<file path="src/sdc_pkg.sv">
// Constants, register map and field layouts of the sigma-delta converter control block
// Behaviour
// - Converter runs only while the enable bit is 1; setting it leaves shutdown.
// - Disabled converter sits in shutdown with every clock feeding it gated off.
// - Shutdown keeps all settings but forces the system mode field to idle 000b.
// - Reference select 1 picks the external reference, 0 the internal one.
// - Input path is single-ended against analog ground or differential between two inputs.
// - Gain field picks one of eight amplifier gains, 1 through 128.
// - Positive and negative inputs each choose low buffer, high buffer or bypass.
// - A divisor register sets the modulator clock rate.
// - Modulator takes one input sample every 128 modulator clocks.
// - Decimation ratio is one plus an 11-bit split field; one word per ratio samples.
// - Output word rate is sample rate divided by decimation ratio.
// - Two separately programmable decimation filters, throughput up to 1 kHz; here the fast filter window is fixed at ratio/8.
// - An 8-bit offset correction setting cancels large input offsets.
// - Result is 24 bits on high-resolution parts, 16 bits on reduced ones.
// - Writing a calibration encoding starts calibration; at its end mode returns idle.
// - Busy reads 1 during calibration; at end busy clears, complete sets, interrupt raised.
package sdc_pkg;
   // ------------------------------------------------------------
   // Bus geometry and register byte addresses
   // ------------------------------------------------------------
   localparam int ADDR_W = 8;
   localparam logic [ADDR_W-1:0] OFS_MODE = 8'h00;
   localparam logic [ADDR_W-1:0] OFS_CONFIG = 8'h04;
   localparam logic [ADDR_W-1:0] OFS_CONTROL = 8'h08;
   localparam logic [ADDR_W-1:0] OFS_BUFFER = 8'h0c;
   localparam logic [ADDR_W-1:0] OFS_CLKDIV = 8'h10;
   localparam logic [ADDR_W-1:0] OFS_DECIMATION_FIELD_HI = 8'h14;
   localparam logic [ADDR_W-1:0] OFS_DECIMATION_FIELD_LO = 8'h18;
   localparam logic [ADDR_W-1:0] OFS_OFFSET = 8'h1c;
   localparam logic [ADDR_W-1:0] OFS_STATUS = 8'h20;
   localparam logic [ADDR_W-1:0] OFS_RESULT = 8'h24;
   localparam logic [ADDR_W-1:0] OFS_FAST = 8'h28;
   // ------------------------------------------------------------
   // Field positions
   // ------------------------------------------------------------
   localparam int MODE_EN_BIT = 7;
   localparam int CFG_REF_BIT = 0;
   localparam int CFG_DIFF_BIT = 1;
   localparam int STAT_BUSY_BIT = 0;
   localparam int STAT_CALC_BIT = 1;
   localparam int STAT_WORD_BIT = 2;
   // ------------------------------------------------------------
   // System mode encodings
   // ------------------------------------------------------------
   localparam logic [2:0] SM_IDLE = 3'h0;
   localparam logic [2:0] SM_SINGLE = 3'h1;
   localparam logic [2:0] SM_CONT = 3'h2;
   localparam logic [2:0] SM_CAL_IOFS = 3'h4;
   localparam logic [2:0] SM_CAL_IGAIN = 3'h5;
   localparam logic [2:0] SM_CAL_SOFS = 3'h6;
   localparam logic [2:0] SM_CAL_SGAIN = 3'h7;
   localparam int SM_CAL_BIT = 2;
   // Buffer select encodings, per input
   localparam logic [1:0] BUF_BYPASS = 2'h0;
   localparam logic [1:0] BUF_LOW = 2'h1;
   localparam logic [1:0] BUF_HIGH = 2'h2;
   // ------------------------------------------------------------
   // Timing and arithmetic constants
   // ------------------------------------------------------------
   localparam longint REF_CLK_HZ = 200000000;
   localparam longint MOD_TARGET_HZ = 2457600;
   localparam logic [7:0] CLKDIV_RST = 8'((REF_CLK_HZ / MOD_TARGET_HZ) - 1);
   localparam int SAMP_DIV = 128;
   localparam logic [6:0] SAMP_LAST = 7'(SAMP_DIV - 1);
   localparam int DECIMATION_FIELD_W = 11;
   localparam logic [DECIMATION_FIELD_W-1:0] DECIMATION_FIELD_RST = 11'h7ff;
   localparam int FAST_SHIFT = 3;
   localparam int RES_W_HI = 24;
   localparam int RES_W_LO = 16;
   localparam int CNT_W = 12;
   localparam logic [1:0] RESP_OKAY = 2'h0;
   localparam logic [1:0] RESP_SLVERR = 2'h2;
endpackage

</file>
<file path="src/sdc_clkgen.sv">
// Modulator clock divider and sample strobe generator
`timescale 1ns/1ps
`default_nettype none
module sdc_clkgen (
   // Clock and reset
   input wire logic ref_clk,
   input wire logic sys_rst,
   // Control
   input wire logic run,
   input wire logic [7:0] clk_div,
   // Strobes
   output logic mod_tick,
   output logic samp_tick
);
   import sdc_pkg::*;

   logic [7:0] div_cnt_q, div_cnt_d, div_lat_q, div_lat_d;
   logic [6:0] samp_cnt_q, samp_cnt_d;
   logic mod_tick_q, mod_tick_d, samp_tick_q, samp_tick_d;

   // Divider: the divisor is latched only at a period wrap or while stopped, so a rewrite never yields a runt period
   always_comb begin
      div_cnt_d = div_cnt_q;
      div_lat_d = div_lat_q;
      samp_cnt_d = samp_cnt_q;
      mod_tick_d = 1'b0;
      samp_tick_d = 1'b0;
      if (!run) begin
         div_cnt_d = 8'h00;
         div_lat_d = clk_div;
         samp_cnt_d = 7'h00;
      end else if (div_cnt_q == div_lat_q) begin
         div_cnt_d = 8'h00;
         div_lat_d = clk_div;
         mod_tick_d = 1'b1;
         samp_cnt_d = 7'(samp_cnt_q + 7'h01);
         samp_tick_d = (samp_cnt_q == SAMP_LAST);
      end else begin
         div_cnt_d = 8'(div_cnt_q + 8'h01);
      end
   end

   always_ff @(posedge ref_clk or posedge sys_rst) begin
      if (sys_rst) begin
         div_cnt_q <= 8'h00;
         div_lat_q <= CLKDIV_RST;
         samp_cnt_q <= 7'h00;
         mod_tick_q <= 1'b0;
         samp_tick_q <= 1'b0;
      end else begin
         div_cnt_q <= div_cnt_d;
         div_lat_q <= div_lat_d;
         samp_cnt_q <= samp_cnt_d;
         mod_tick_q <= mod_tick_d;
         samp_tick_q <= samp_tick_d;
      end
   end

   assign mod_tick = mod_tick_q;
   assign samp_tick = samp_tick_q;

   // Helper: cycles since last modulator tick; primed to minus one while stopped so the first period counts right
   logic [8:0] gap_q;
   always_ff @(posedge ref_clk or posedge sys_rst) begin
      if (sys_rst) begin
         gap_q <= 9'h000;
      end else begin
         gap_q <= !run ? '1 : (mod_tick_q ? 9'h000 : 9'(gap_q + 9'h001));
      end
   end
endmodule
`default_nettype wire

</file>
<file path="src/sdc_top.sv">
// Sigma-delta converter control: register file, mode sequencing and two decimation filters
//
// The AXI4-Lite interface to the registers and the register offsets were decided locally.
`timescale 1ns/1ps
`default_nettype none
module sdc_top #(
   parameter bit HI_RES = 1'b1
) (
   // Clock and reset
   input wire logic ref_clk,
   input wire logic sys_rst,
   // AXI4-Lite write address, data and response
   input wire logic [sdc_pkg::ADDR_W-1:0] s_axi_awaddr,
   input wire logic s_axi_awvalid,
   output logic s_axi_awready,
   input wire logic [31:0] s_axi_wdata,
   input wire logic [3:0] s_axi_wstrb,
   input wire logic s_axi_wvalid,
   output logic s_axi_wready,
   output logic [1:0] s_axi_bresp,
   output logic s_axi_bvalid,
   input wire logic s_axi_bready,
   // AXI4-Lite read
   input wire logic [sdc_pkg::ADDR_W-1:0] s_axi_araddr,
   input wire logic s_axi_arvalid,
   output logic s_axi_arready,
   output logic [31:0] s_axi_rdata,
   output logic [1:0] s_axi_rresp,
   output logic s_axi_rvalid,
   input wire logic s_axi_rready,
   // Modulator bitstream from the analog front end
   input wire logic mod_bit,
   // Analog front end controls
   output logic conv_clk_en,
   output logic mod_clk_tick,
   output logic ref_external,
   output logic input_differential,
   output logic [2:0] amplifier_gain_field,
   output logic [1:0] positive_input_buf,
   output logic [1:0] negative_input_buf,
   output logic [7:0] offset_dac,
   output logic [2:0] system_mode_field,
   // Events
   output logic word_strobe,
   output logic fast_strobe,
   output logic cal_done_irq
);
   import sdc_pkg::*;

   localparam int RES_W = HI_RES ? RES_W_HI : RES_W_LO;

   // ------------------------------------------------------------
   // Register file state
   // ------------------------------------------------------------
   logic en_q, en_d, ref_q, ref_d, diff_q, diff_d;
   logic [2:0] sm_q, sm_d, gain_q, gain_d;
   logic [1:0] pbuf_q, pbuf_d, nbuf_q, nbuf_d;
   logic [7:0] div_q, div_d, ofs_q, ofs_d;
   logic [DECIMATION_FIELD_W-1:0] decimation_field_q, decimation_field_d;
   logic calc_q, calc_d, wrdy_q, wrdy_d;
   logic [RES_W-1:0] res_q, res_d, fres_q, fres_d;

   // ------------------------------------------------------------
   // Bus slave state
   // ------------------------------------------------------------
   logic aw_hold_q, aw_hold_d, w_hold_q, w_hold_d, bv_q, bv_d, rv_q, rv_d;
   logic [ADDR_W-1:0] awa_q, awa_d;
   logic [31:0] wd_q, wd_d, rd_q, rd_d;
   logic [3:0] ws_q, ws_d;
   logic [1:0] br_q, br_d, rr_q, rr_d;
   logic wr_go, wr_hit;
   logic [31:0] rd_val;
   logic rd_hit;

   // Filter state
   logic [DECIMATION_FIELD_W-1:0] dcnt_q, dcnt_d, fcnt_q, fcnt_d;
   logic [CNT_W-1:0] acc_q, acc_d, facc_q, facc_d;
   logic ws_q_ev, ws_d_ev, fs_q_ev, fs_d_ev, irq_q, irq_d;
   logic mod_tick, samp_tick;
   logic [CNT_W-1:0] ratio, fast_len;
   logic conv_run, word_evt, fast_evt;

   // ------------------------------------------------------------
   // Clock divider
   // ------------------------------------------------------------
   sdc_clkgen u_clkgen (
      .ref_clk(ref_clk),
      .sys_rst(sys_rst),
      .run(en_q),
      .clk_div(div_q),
      .mod_tick(mod_tick),
      .samp_tick(samp_tick)
   );

   // Address and data are latched independently; the write fires once both are held
   assign s_axi_awready = !aw_hold_q && !bv_q;
   assign s_axi_wready = !w_hold_q && !bv_q;
   assign s_axi_arready = !rv_q;
   assign wr_go = aw_hold_q && w_hold_q && !bv_q;

   always_comb begin
      aw_hold_d = aw_hold_q;
      w_hold_d = w_hold_q;
      awa_d = awa_q;
      wd_d = wd_q;
      ws_d = ws_q;
      bv_d = bv_q;
      br_d = br_q;
      rv_d = rv_q;
      rd_d = rd_q;
      rr_d = rr_q;
      if (s_axi_awvalid && s_axi_awready) begin
         aw_hold_d = 1'b1;
         awa_d = s_axi_awaddr;
      end
      if (s_axi_wvalid && s_axi_wready) begin
         w_hold_d = 1'b1;
         wd_d = s_axi_wdata;
         ws_d = s_axi_wstrb;
      end
      if (wr_go) begin
         aw_hold_d = 1'b0;
         w_hold_d = 1'b0;
         bv_d = 1'b1;
         br_d = wr_hit ? RESP_OKAY : RESP_SLVERR;
      end else if (bv_q && s_axi_bready) begin
         bv_d = 1'b0;
      end
      if (s_axi_arvalid && s_axi_arready) begin
         rv_d = 1'b1;
         rd_d = rd_val;
         rr_d = rd_hit ? RESP_OKAY : RESP_SLVERR;
      end else if (rv_q && s_axi_rready) begin
         rv_d = 1'b0;
      end
   end

   always_ff @(posedge ref_clk or posedge sys_rst) begin
      if (sys_rst) begin
         aw_hold_q <= 1'b0;
         w_hold_q <= 1'b0;
         awa_q <= '0;
         wd_q <= 32'h0000_0000;
         ws_q <= 4'h0;
         bv_q <= 1'b0;
         br_q <= RESP_OKAY;
         rv_q <= 1'b0;
         rd_q <= 32'h0000_0000;
         rr_q <= RESP_OKAY;
      end else begin
         aw_hold_q <= aw_hold_d;
         w_hold_q <= w_hold_d;
         awa_q <= awa_d;
         wd_q <= wd_d;
         ws_q <= ws_d;
         bv_q <= bv_d;
         br_q <= br_d;
         rv_q <= rv_d;
         rd_q <= rd_d;
         rr_q <= rr_d;
      end
   end

   assign s_axi_bvalid = bv_q;
   assign s_axi_bresp = br_q;
   assign s_axi_rvalid = rv_q;
   assign s_axi_rdata = rd_q;
   assign s_axi_rresp = rr_q;

   // Read mux; reserved bits read as zero
   always_comb begin
      rd_val = 32'h0000_0000;
      rd_hit = 1'b1;
      case (s_axi_araddr)
         OFS_MODE: rd_val = 32'({en_q, 4'h0, sm_q});
         OFS_CONFIG: rd_val = 32'({diff_q, ref_q});
         OFS_CONTROL: rd_val = 32'(gain_q);
         OFS_BUFFER: rd_val = 32'({nbuf_q, pbuf_q});
         OFS_CLKDIV: rd_val = 32'(div_q);
         OFS_DECIMATION_FIELD_HI: rd_val = 32'(decimation_field_q[DECIMATION_FIELD_W-1:8]);
         OFS_DECIMATION_FIELD_LO: rd_val = 32'(decimation_field_q[7:0]);
         OFS_OFFSET: rd_val = 32'(ofs_q);
         OFS_STATUS: rd_val = 32'({wrdy_q, calc_q, sm_q[SM_CAL_BIT]});
         OFS_RESULT: rd_val = 32'(res_q);
         OFS_FAST: rd_val = 32'(fres_q);
         default: rd_hit = 1'b0;
      endcase
   end

   // ------------------------------------------------------------
   // Register writes and mode sequencing
   // ------------------------------------------------------------
   always_comb begin
      wr_hit = 1'b1;
      case (awa_q)
         OFS_MODE, OFS_CONFIG, OFS_CONTROL, OFS_BUFFER, OFS_CLKDIV,
         OFS_DECIMATION_FIELD_HI, OFS_DECIMATION_FIELD_LO, OFS_OFFSET, OFS_STATUS: wr_hit = 1'b1;
         default: wr_hit = 1'b0;
      endcase
   end

   assign word_evt = samp_tick && (dcnt_q == decimation_field_q) && (sm_q != SM_IDLE);
   assign fast_evt = samp_tick && (fcnt_q == 11'(fast_len - 12'h001)) && (sm_q != SM_IDLE);

   always_comb begin
      en_d = en_q;
      ref_d = ref_q;
      diff_d = diff_q;
      sm_d = sm_q;
      gain_d = gain_q;
      pbuf_d = pbuf_q;
      nbuf_d = nbuf_q;
      div_d = div_q;
      decimation_field_d = decimation_field_q;
      ofs_d = ofs_q;
      calc_d = calc_q;
      wrdy_d = wrdy_q;
      irq_d = 1'b0;
      if (wr_go && ws_q[0]) begin
         case (awa_q)
            OFS_MODE: begin
               en_d = wd_q[MODE_EN_BIT];
               sm_d = wd_q[2:0];
            end
            OFS_CONFIG: begin
               ref_d = wd_q[CFG_REF_BIT];
               diff_d = wd_q[CFG_DIFF_BIT];
            end
            OFS_CONTROL: gain_d = wd_q[2:0];
            OFS_BUFFER: begin
               pbuf_d = wd_q[1:0];
               nbuf_d = wd_q[3:2];
            end
            OFS_CLKDIV: div_d = wd_q[7:0];
            OFS_DECIMATION_FIELD_HI: decimation_field_d[DECIMATION_FIELD_W-1:8] = wd_q[2:0];
            OFS_DECIMATION_FIELD_LO: decimation_field_d[7:0] = wd_q[7:0];
            OFS_OFFSET: ofs_d = wd_q[7:0];
            OFS_STATUS: begin
               if (wd_q[STAT_CALC_BIT]) calc_d = 1'b0;
               if (wd_q[STAT_WORD_BIT]) wrdy_d = 1'b0;
            end
            default: ofs_d = ofs_q;
         endcase
      end
      // Completion events come after the clears so a simultaneous set wins
      if (word_evt) begin
         wrdy_d = 1'b1;
         if (sm_q[SM_CAL_BIT]) begin
            sm_d = SM_IDLE;
            calc_d = 1'b1;
            irq_d = 1'b1;
         end else if (sm_q == SM_SINGLE) begin
            sm_d = SM_IDLE;
         end
      end
      // Shutdown keeps every setting except the mode field
      if (!en_d) sm_d = SM_IDLE;
   end

   always_ff @(posedge ref_clk or posedge sys_rst) begin
      if (sys_rst) begin
         en_q <= 1'b0;
         ref_q <= 1'b0;
         diff_q <= 1'b0;
         sm_q <= SM_IDLE;
         gain_q <= 3'h0;
         pbuf_q <= BUF_BYPASS;
         nbuf_q <= BUF_BYPASS;
         div_q <= CLKDIV_RST;
         decimation_field_q <= DECIMATION_FIELD_RST;
         ofs_q <= 8'h00;
         calc_q <= 1'b0;
         wrdy_q <= 1'b0;
         irq_q <= 1'b0;
      end else begin
         en_q <= en_d;
         ref_q <= ref_d;
         diff_q <= diff_d;
         sm_q <= sm_d;
         gain_q <= gain_d;
         pbuf_q <= pbuf_d;
         nbuf_q <= nbuf_d;
         div_q <= div_d;
         decimation_field_q <= decimation_field_d;
         ofs_q <= ofs_d;
         calc_q <= calc_d;
         wrdy_q <= wrdy_d;
         irq_q <= irq_d;
      end
   end

   // ------------------------------------------------------------
   // Decimation filters: main over ratio samples, fast over ratio/8
   // ------------------------------------------------------------
   // Ratio below 8 would give a zero-length fast window, so it is floored at one sample
   assign ratio = CNT_W'({1'b0, decimation_field_q}) + 12'h001;
   assign fast_len = ((ratio >> FAST_SHIFT) == 12'h000) ? 12'h001 : (ratio >> FAST_SHIFT);
   assign conv_run = en_q && (sm_q != SM_IDLE);

   always_comb begin
      dcnt_d = dcnt_q;
      fcnt_d = fcnt_q;
      acc_d = acc_q;
      facc_d = facc_q;
      res_d = res_q;
      fres_d = fres_q;
      ws_d_ev = word_evt;
      fs_d_ev = fast_evt;
      if (!conv_run) begin
         dcnt_d = '0;
         fcnt_d = '0;
         acc_d = '0;
         facc_d = '0;
      end else if (samp_tick) begin
         if (word_evt) begin
            dcnt_d = '0;
            acc_d = '0;
            res_d = RES_W'(acc_q + CNT_W'(mod_bit));
         end else begin
            dcnt_d = 11'(dcnt_q + 11'h001);
            acc_d = 12'(acc_q + CNT_W'(mod_bit));
         end
         if (fast_evt) begin
            fcnt_d = '0;
            facc_d = '0;
            fres_d = RES_W'(facc_q + CNT_W'(mod_bit));
         end else begin
            fcnt_d = 11'(fcnt_q + 11'h001);
            facc_d = 12'(facc_q + CNT_W'(mod_bit));
         end
      end
   end

   always_ff @(posedge ref_clk or posedge sys_rst) begin
      if (sys_rst) begin
         dcnt_q <= '0;
         fcnt_q <= '0;
         acc_q <= '0;
         facc_q <= '0;
         res_q <= '0;
         fres_q <= '0;
         ws_q_ev <= 1'b0;
         fs_q_ev <= 1'b0;
      end else begin
         dcnt_q <= dcnt_d;
         fcnt_q <= fcnt_d;
         acc_q <= acc_d;
         facc_q <= facc_d;
         res_q <= res_d;
         fres_q <= fres_d;
         ws_q_ev <= ws_d_ev;
         fs_q_ev <= fs_d_ev;
      end
   end

   // Front-end outputs
   assign conv_clk_en = en_q;
   assign mod_clk_tick = mod_tick;
   assign ref_external = ref_q;
   assign input_differential = diff_q;
   assign amplifier_gain_field = gain_q;
   assign positive_input_buf = pbuf_q;
   assign negative_input_buf = nbuf_q;
   assign offset_dac = ofs_q;
   assign system_mode_field = sm_q;
   assign word_strobe = ws_q_ev;
   assign fast_strobe = fs_q_ev;
   assign cal_done_irq = irq_q;

   // Helper: samples since the main window opened, counted apart from the filter counter
   logic [DECIMATION_FIELD_W-1:0] nsamp_q;
   always_ff @(posedge ref_clk or posedge sys_rst) begin
      if (sys_rst) begin
         nsamp_q <= '0;
      end else if (!conv_run || word_strobe) begin
         nsamp_q <= '0;
      end else if (samp_tick) begin
         nsamp_q <= DECIMATION_FIELD_W'(nsamp_q + 11'h001);
      end
   end
endmodule
`default_nettype wire

</file>
<file path="config.mk">
export PLATFORM = sky130hd
export DESIGN_NAME = sdc_top
export DESIGN_NICKNAME = d
export VERILOG_FILES = /design/src/sdc_pkg.sv /design/src/sdc_clkgen.sv /design/src/sdc_top.sv
export SDC_FILE = /design/constraint.sdc
export NUM_CORES = 1
export LEC_CHECK = 0
export ABC_AREA = 1
export BUFFER_PORTS_ARGS = -buffer_cell sky130_fd_sc_hd__buf_2
export CORE_MARGIN = 2
export CORE_UTILIZATION = 60
export CTS_BUF_LIST = sky130_fd_sc_hd__clkbuf_2
export CTS_CLUSTER_SIZE = 25
export DETAILED_ROUTE_END_ITERATION = 6
export PLACE_DENSITY = 0.83
export SLEW_MARGIN = 40
export SYNTH_ARGS = -nofsm -noshare
export SYNTH_HDL_FRONTEND = slang
export SYNTH_SLANG_ARGS = --single-unit
</file>
<file path="constraint.sdc">
create_clock -name ref_clk -period 6.9 [get_ports ref_clk]
set_clock_uncertainty 0.1 [all_clocks]
set_input_delay 0.69 -clock ref_clk [delete_from_list [all_inputs] [get_ports ref_clk]]
set_output_delay 0.69 -clock ref_clk [all_outputs]
set_load 0.02 [all_outputs]
</file>
==> results of run 1 <==
-- state kept, by name, indices dropped and copies added, names as in the netlist, 2 cells and up --
register,flops
acc_q,12
amplifier_gain_field,3
awa_q,8
dcnt_q,11
decimation_field_q,11
div_q,8
facc_q,12
fcnt_q,11
fres_q,13
negative_input_buf,2
offset_dac,8
positive_input_buf,2
res_q,13
s_axi_rdata,13
system_mode_field,3
u_clkgen.div_cnt_q,8
u_clkgen.div_lat_q,8
u_clkgen.samp_cnt_q,7
wd_q,8
-- power by group --
group | switching [uW] | leakage (uW) | internal, uW | total [uW]
logic | 504 | 0.00255 | 214 | 718
clock network | 382 | 0.000129 | 170 | 552
registers | 77.5 | 0.00223 | 1140 | 1220
-- logic make-up (layout without fill, tap and decap cells) --
kind of cell | after synthesis | in the layout
AOI/OAI and AO/OA | 164 | 164
xor gates and xnor gates | 44 | 44
adders and majority gates | 9 | 9
buffers and inverters | 178 | 260
DFF | 178 | 178
muxes | 5 | 5
other | 1 | 22
and+or+nand+nor | 557 | 557
-- cell type report --
class	instances	area (sq um)	share of cell area, %
sequential	178	4470	44.2
multi-input combinational	800	4080	40.3
timing repair buffer	99	597	5.90
inverter	129	492	4.86
tap	188	235	2.32
clock inverter	14	151	1.50
clock buffer	18	90.1	0.890
antenna	1	2.50	0.0247
-- worst min path at each step --
stage / startpoint / end / slack (ns) / cells after the start
2_1_floorplan: fres_q[0] / fres_q[0] / 0.34 / 2
6_report: s_axi_wdata[0] / wd_q[0] / 0.02 / 3
4_1_cts: s_axi_wdata[0] / wd_q[0] / 0.004 / 3
3_3_place_gp: s_axi_rdata[11] / s_axi_rdata[11] / 0.36 / 1
3_5_place_dp: s_axi_rdata[2] / s_axi_rdata[2] / 0.36 / 2
5_1_grt: s_axi_wdata[0] / wd_q[0] / 0.02 / 3
-- critical path: stages (launching register included) --
cell and delay (ns):
dfstp_2 0.65, nand2_1 0.16, nor2_8 0.17, nand2_2 0.09, nand2_1 0.06, nand2_1 0.10
nand2_2 0.13, nor2_2 0.05, nand3_2 0.09, nand2_1 0.08, inv_1 0.06, ha_1 0.18
inv_1 0.08, nor2_4 0.12, nand3_1 0.12, nor2_1 0.20, xor2_2 0.13, nor2_1 0.63
nand4_2 0.43, nand2_1 0.18, nand2_1 0.07
-- what timing repair did --
action | CTS | global route
hold buffers | 15 | 2
setup buffers | 0 | 0
resized for setup | 0 | 0
hold endpoints to repair | 100 | 2
-- metal layers --
metal / up-vias / part of all wire (%)
met3: 54 / 6.8
met1: 3894 / 44
li1: 3875 / -
met2: 296 / 46
met5: - / 0
met4: 0 / 3.0
-- through the flow --
stage / power, uW / instances / hold slack (ns) / utilization (%) / setup slack (ns)
3_5_place_dp: 1940 / 1377 / 0.361 / 64.3 / 3.04
6_report: 2490 / 1427 / 0.0162 / 67.1 / 2.95
5_1_grt: 2640 / 1427 / 0.0184 / 67.1 / 2.60
4_1_cts: 2480 / 1424 / 0.00355 / 66.9 / 3.00
2_1_floorplan: 1770 / 1156 / 0.343 / - / 1.30
3_3_place_gp: 1910 / 1377 / 0.357 / 64.3 / 3.15
-- layout by cell type, fill, tap and decap left out, types with 8 or more instances in the layout --
cell	count
a21oi_1	32
a221oi_1	10
buf_2	77
clkbuf_2	18
conb_1	21
dfrtp_1	163
dfstp_2	15
dlygate4sd3_1	17
ha_1	9
inv_1	120
nand2_1	294
nand2_2	8
nand3_1	84
nand3b_1	12
nand4_1	32
nor2_1	73
nor3_1	28
o21ai_0	89
o22ai_1	11
xnor2_1	11
xor2_1	32
==> flow_summary.json, run 1 <==
{
  "r2r-end": "fres_q[8]",
  "yosysWarnings": 0,
  "syn_inst": 1136,
  "synthArstFlopShare_pct": 100,
  "worstPathRequired_ns": 7.55,
  "hold_viol": 0,
  "maxSlewViolCount": 0,
  "drt_iter0_markers": 672,
  "clock-sinks": 178,
  "worstSetupEndpoint": "fres_q[8]",
  "synth_edf_count": 0,
  "max-vdd-ir-drop_v": 0.000223,
  "r2r.worst_path.cells": 20,
  "clk_root_buffer_cell": "clkbuf_2",
  "setup_tns_ns": 0,
  "fp-row-count": 45,
  "area_growth_pct": 9.68,
  "yosysSeqAreaShare_pct": 48.5,
  "cts_tree": "done",
  "yosys.cell_types.count": 47,
  "synth.area.top_cells": "dfrtp_1 (44%), nand2_1 (12%), inv_1 (4.9%), o21ai_0 (4.8%), nand3_1 (4.6%)",
  "die_y_microns": 128,
  "tightestPinTransition_ns": 0.785,
  "use_met1_pct": 39.0,
  "setup_viol": 0,
  "yosysTopAreaCellShare_pct": 44.2,
  "synth_top_family_by_area": "simple AND/OR/NAND/NOR gates",
  "clock_latency_ns": 0.82,
  "dr.pass1.iters": 5,
  "yosys.cell_count.top_type": "nand2_1",
  "cap_violations": 0,
  "worstPathArrival_ns": 4.59,
  "syn_avg_cell_area_sq_um": 8.12,
  "grt_pass1_vias": 7449,
  "wire_per_inst_microns": 15.2,
  "finalNetCount": 1294,
  "synth-adder-area-share_pct": 1.22,
  "dp_hpwl_mm": 15.2,
  "postLayoutCellArea_sq_mm": 0.0101,
  "grt_busiest_layer": "met2",
  "path_clk_slew_ns": 0.26,
  "grt_usage_pct": 27.8,
  "cp-start-kind": "flip-flop",
  "worstReg2RegStart": "decimation_field_q[2]",
  "core_sq_mm": 0.0151,
  "ff2ff_setup_slack_ns": 2.95,
  "synth_xor_area_share_pct": 4.26,
  "initial_utilization_pct": 61.2,
  "met2_usage_pct": 42.9,
  "rsz0062_at_grt": "no",
  "period_share_pct": 57.2,
  "io_pins": 126,
  "grt.overflow.total": 0,
  "period_needed_ns": 3.95,
  "vias": 8119,
  "synth_mux_area_share_pct": 0.610,
  "cp-startpoint": "decimation_field_q[2]",
  "placed_area_sq_mm": 0.00971,
  "cts_made_buffers": 17,
  "cp_max_fo": 11,
  "clockBufferDepth": 2,
  "htreeDepth": 4,
  "synthFlopType": "dfrtp_1",
  "grt_max_degree": 103,
  "fp.dieArea_sq_mm": 0.0164,
  "drive_gt1_share_pct": 13.7,
  "port-buffer-count": 77,
  "drc": 0,
  "slew-limit-headroom_pct": 47.5,
  "synth_area_sq_mm": 0.00923,
  "die_w_microns": 128,
  "status": "complete, no violations",
  "worst-setup-path-type": "flip-flop to flip-flop",
  "grtUsageMet3_pct": 5.88,
  "power.density_cell_area_mw_per_mm2": 246,
  "synth_compound_area_share_pct": 10.1,
  "grt_pass1_wl_mm": 35.9,
  "fill_cells": 1252,
  "synthSimpleGateAreaFrac_pct": 27.0,
  "routabilityCongestion": 0.939,
  "max_freq_ghz": 0.253,
  "yosys.area.top_type": "dfrtp_1",
  "antenna_found_initial": 1,
  "via_per_inst": 5.69,
  "ant_nets": 0,
  "yosys_register_bits": 178,
  "synth_commonest_cells": "nand2_1 (294), dfrtp_1 (163), inv_1 (121)",
  "p_leak_uw": 0.00491,
  "hp-class": "primary input to flip-flop",
  "totalWireLength_mm": 21.7,
  "endpoint_kind": "flip-flop"
}
No activity file was read; power rests on OpenSTA's default activity.
==> run 2: changes to the inputs <==
--- a/config.mk
+++ b/config.mk
@@ -5,7 +5,7 @@
 export SDC_FILE = /design/constraint.sdc
 export NUM_CORES = 1
 export LEC_CHECK = 0
-export ABC_AREA = 1
+export ABC_AREA = 0
 export BUFFER_PORTS_ARGS = -buffer_cell sky130_fd_sc_hd__buf_2
 export CORE_MARGIN = 2
 export CORE_UTILIZATION = 60
==> constraint.sdc (replaced) <==
create_clock -name ref_clk -period 4.08 [get_ports ref_clk]
set_clock_uncertainty 0.1 [all_clocks]
set_input_delay 0.408 -clock ref_clk [delete_from_list [all_inputs] [get_ports ref_clk]]
set_output_delay 0.408 -clock ref_clk [all_outputs]
set_load 0.02 [all_outputs]
==> flow_summary.json, run 2 <==
{
  "status": "complete, no violations",
  "synth_top_family_by_area": "simple AND/OR/NAND/NOR gates",
  "yosysSeqAreaShare_pct": 48.8,
  "die_y_microns": 128,
  "max-vdd-ir-drop_v": 0.000408,
  "synthArstFlopShare_pct": 100,
  "clk_root_buffer_cell": "clkbuf_2",
  "synthSimpleGateAreaFrac_pct": 16.5,
  "syn_inst": 895,
  "yosys_register_bits": 178,
  "most-common-layout-cells": "dfrtp_1 (163), nand2_1 (99), buf_2 (77)",
  "finish.utilization_pct": 67.3,
  "finalPower_uw": 3930,
  "synth_mux_area_share_pct": 11.0,
  "synth.area.top_cells": "dfrtp_1 (44%), mux2_2 (8.5%), dfstp_2 (4.3%), nand2_1 (4.1%), o21ai_0 (3.8%)",
  "wire_per_inst_microns": 18.1,
  "htreeDepth": 4,
  "ant_nets": 0,
  "endpoint_kind": "flip-flop",
  "cap_violations": 0,
  "hp-class": "primary input to flip-flop",
  "holdWs_ns": 0.0858,
  "worst-setup-path-type": "flip-flop to flip-flop",
  "yosysTopAreaCellShare_pct": 44.5,
  "synthFlopType": "dfrtp_1",
  "cp-start-kind": "flip-flop",
  "synth_compound_area_share_pct": 11.4,
  "initial_utilization_pct": 60.8,
  "final_common_cell": "dfrtp_1",
  "synth_edf_count": 0,
  "yosys.cell_count.top_type": "dfrtp_1",
  "cts_resized": 0,
  "clockBufferDepth": 2,
  "cts_tree": "done",
  "cp_max_fo": 18,
  "cts_made_buffers": 17,
  "yosys.area.top_type": "dfrtp_1",
  "totalWireLength_mm": 21.5,
  "die_w_microns": 128,
  "synth-adder-area-share_pct": 1.23,
  "dpl.cell_count": 1129,
  "dp_hpwl_mm": 15.2,
  "power.density_cell_area_mw_per_mm2": 387,
  "routabilityCongestion": 0.923,
  "area_growth_pct": 10.7,
  "finalNetCount": 1053,
  "fp-row-count": 45,
  "vias": 7100,
  "drc": 0,
  "yosys.cell_types.count": 68,
  "p_leak_uw": 0.00471,
  "grt_max_degree": 48,
  "dr.pass1.iters": 5,
  "worstPathRequired_ns": 4.71,
  "rsz0062_at_grt": "no",
  "drt_iter0_markers": 565,
  "core_sq_mm": 0.0151,
  "tightestPinTransition_ns": 0.803,
  "slew-limit-headroom_pct": 46.0,
  "fp.dieArea_sq_mm": 0.0163,
  "grt.overflow.total": 0,
  "synth_xor_area_share_pct": 6.68,
  "worstPathArrival_ns": 4.50,
  "setup_viol": 0,
  "synth_commonest_cells": "dfrtp_1 (163), nand2_1 (99), o21ai_0 (70)",
  "setup_tns_ns": 0,
  "syn_avg_cell_area_sq_um": 10.2,
  "path_clk_slew_ns": 0.27,
  "instances_no_fill": 1186,
  "io_pins": 126,
  "port-buffer-count": 77,
  "yosysWarnings": 0,
  "clock_latency_ns": 0.82,
  "grt_pass1_wl_mm": 34.8,
  "clock-sinks": 178,
  "period_share_pct": 94.9,
  "grt_usage_pct": 27.4,
  "synth_area_sq_mm": 0.00917,
  "via_per_inst": 5.99,
  "period_needed_ns": 3.87,
  "max_freq_ghz": 0.258,
  "grt_pass1_vias": 6790,
  "antenna_found_initial": 1,
  "drive_gt1_share_pct": 23.2,
  "hold_viol": 0,
  "maxSlewViolCount": 0
}
-- run 2: cell types whose count changed in the layout (fill, tap and decap cells not counted), sizes merged, moves of 24 or more --
cell   delta
inv     -113
xnor2    +25
nand2   -203
mux2     +69
nor2     -24
nand3    -43
-- run 2: cell type report --
class	instances	area [sq um]
repair buffers	113	741
clock inverters	15	163
multi-input cells	655	4380
inverters	19	75.1
clock buffers	17	85.1
diodes	1	2.50
flip-flops and latches	178	4470
fillers	1166	4940
well taps	188	235
-- run 2: cells by family after synthesis --
group                      Yosys count
other                                1
DFF                                178
adders and majority gates            9
buffers and inverters               82
AOI/OAI and AO/OA                  159
muxes                               88
xor gates and xnor gates            70
and+or+nand+nor                    308
-- run 2: what timing repair did --
| item | CTS | global route |
|---|---|---|
| hold endpoints to repair | 153 | 0 |
| setup buffers | 0 | 0 |
| hold buffers | 24 | 0 |
-- run 2: worst max-delay path, stage by stage, from the launching register on --
cell	delay [ns]
dfstp_2	0.47
or4_4	0.57
o41ai_1	0.28
nand2_1	0.11
ha_1	0.26
or3b_2	0.24
a211oi_4	0.05
or3_1	0.40
a211oi_2	0.25
nand4b_2	0.31
buf_4	0.31
nand2_1	0.28
o21ai_0	0.16
-- run 2: worst paths after layout --
path                                             start                      to  slack [ns]  cells past startpoint
max in group asynchronous                      sys_rst  decimation_field_q[10]        2.30                      5
worst min-delay path                     s_axi_arvalid            s_axi_rvalid        0.09                      3
worst min register to register          s_axi_rdata[5]          s_axi_rdata[5]        0.42                      1
worst max register to register  decimation_field_q[10]              facc_q[11]        0.21                     12
worst max-delay path            decimation_field_q[10]              facc_q[11]        0.21                     12
min in group asynchronous                      sys_rst   negative_input_buf[0]        0.63                      4
-- run 2: power breakdown --
part,internal (uW),switching [uW]
registers,1930,244
logic,382,433
clock network,285,655
total,2600,1330
-- run 2: per-stage QoR --
stage | setup slack, ns | instance area, sq um
final | 0.209 | 10200
after global routing | 0.00369 | 10200
after CTS | 0.219 | 10100
after detailed placement | 0.302 | 9650
after global placement | 0.343 | 9650
after floorplan | 0.551 | 9250
-- run 2: layer usage --
metal / share of wire [%] / up-vias / global-route usage (%)
met3: 6.2 / 34 / 5.53
met2: 49 / 257 / 44.4
met1: 43 / 3495 / 37.0
met5: 0 / - / 0
met4: 2.1 / 0 / 9.57
li1: - / 3314 / -
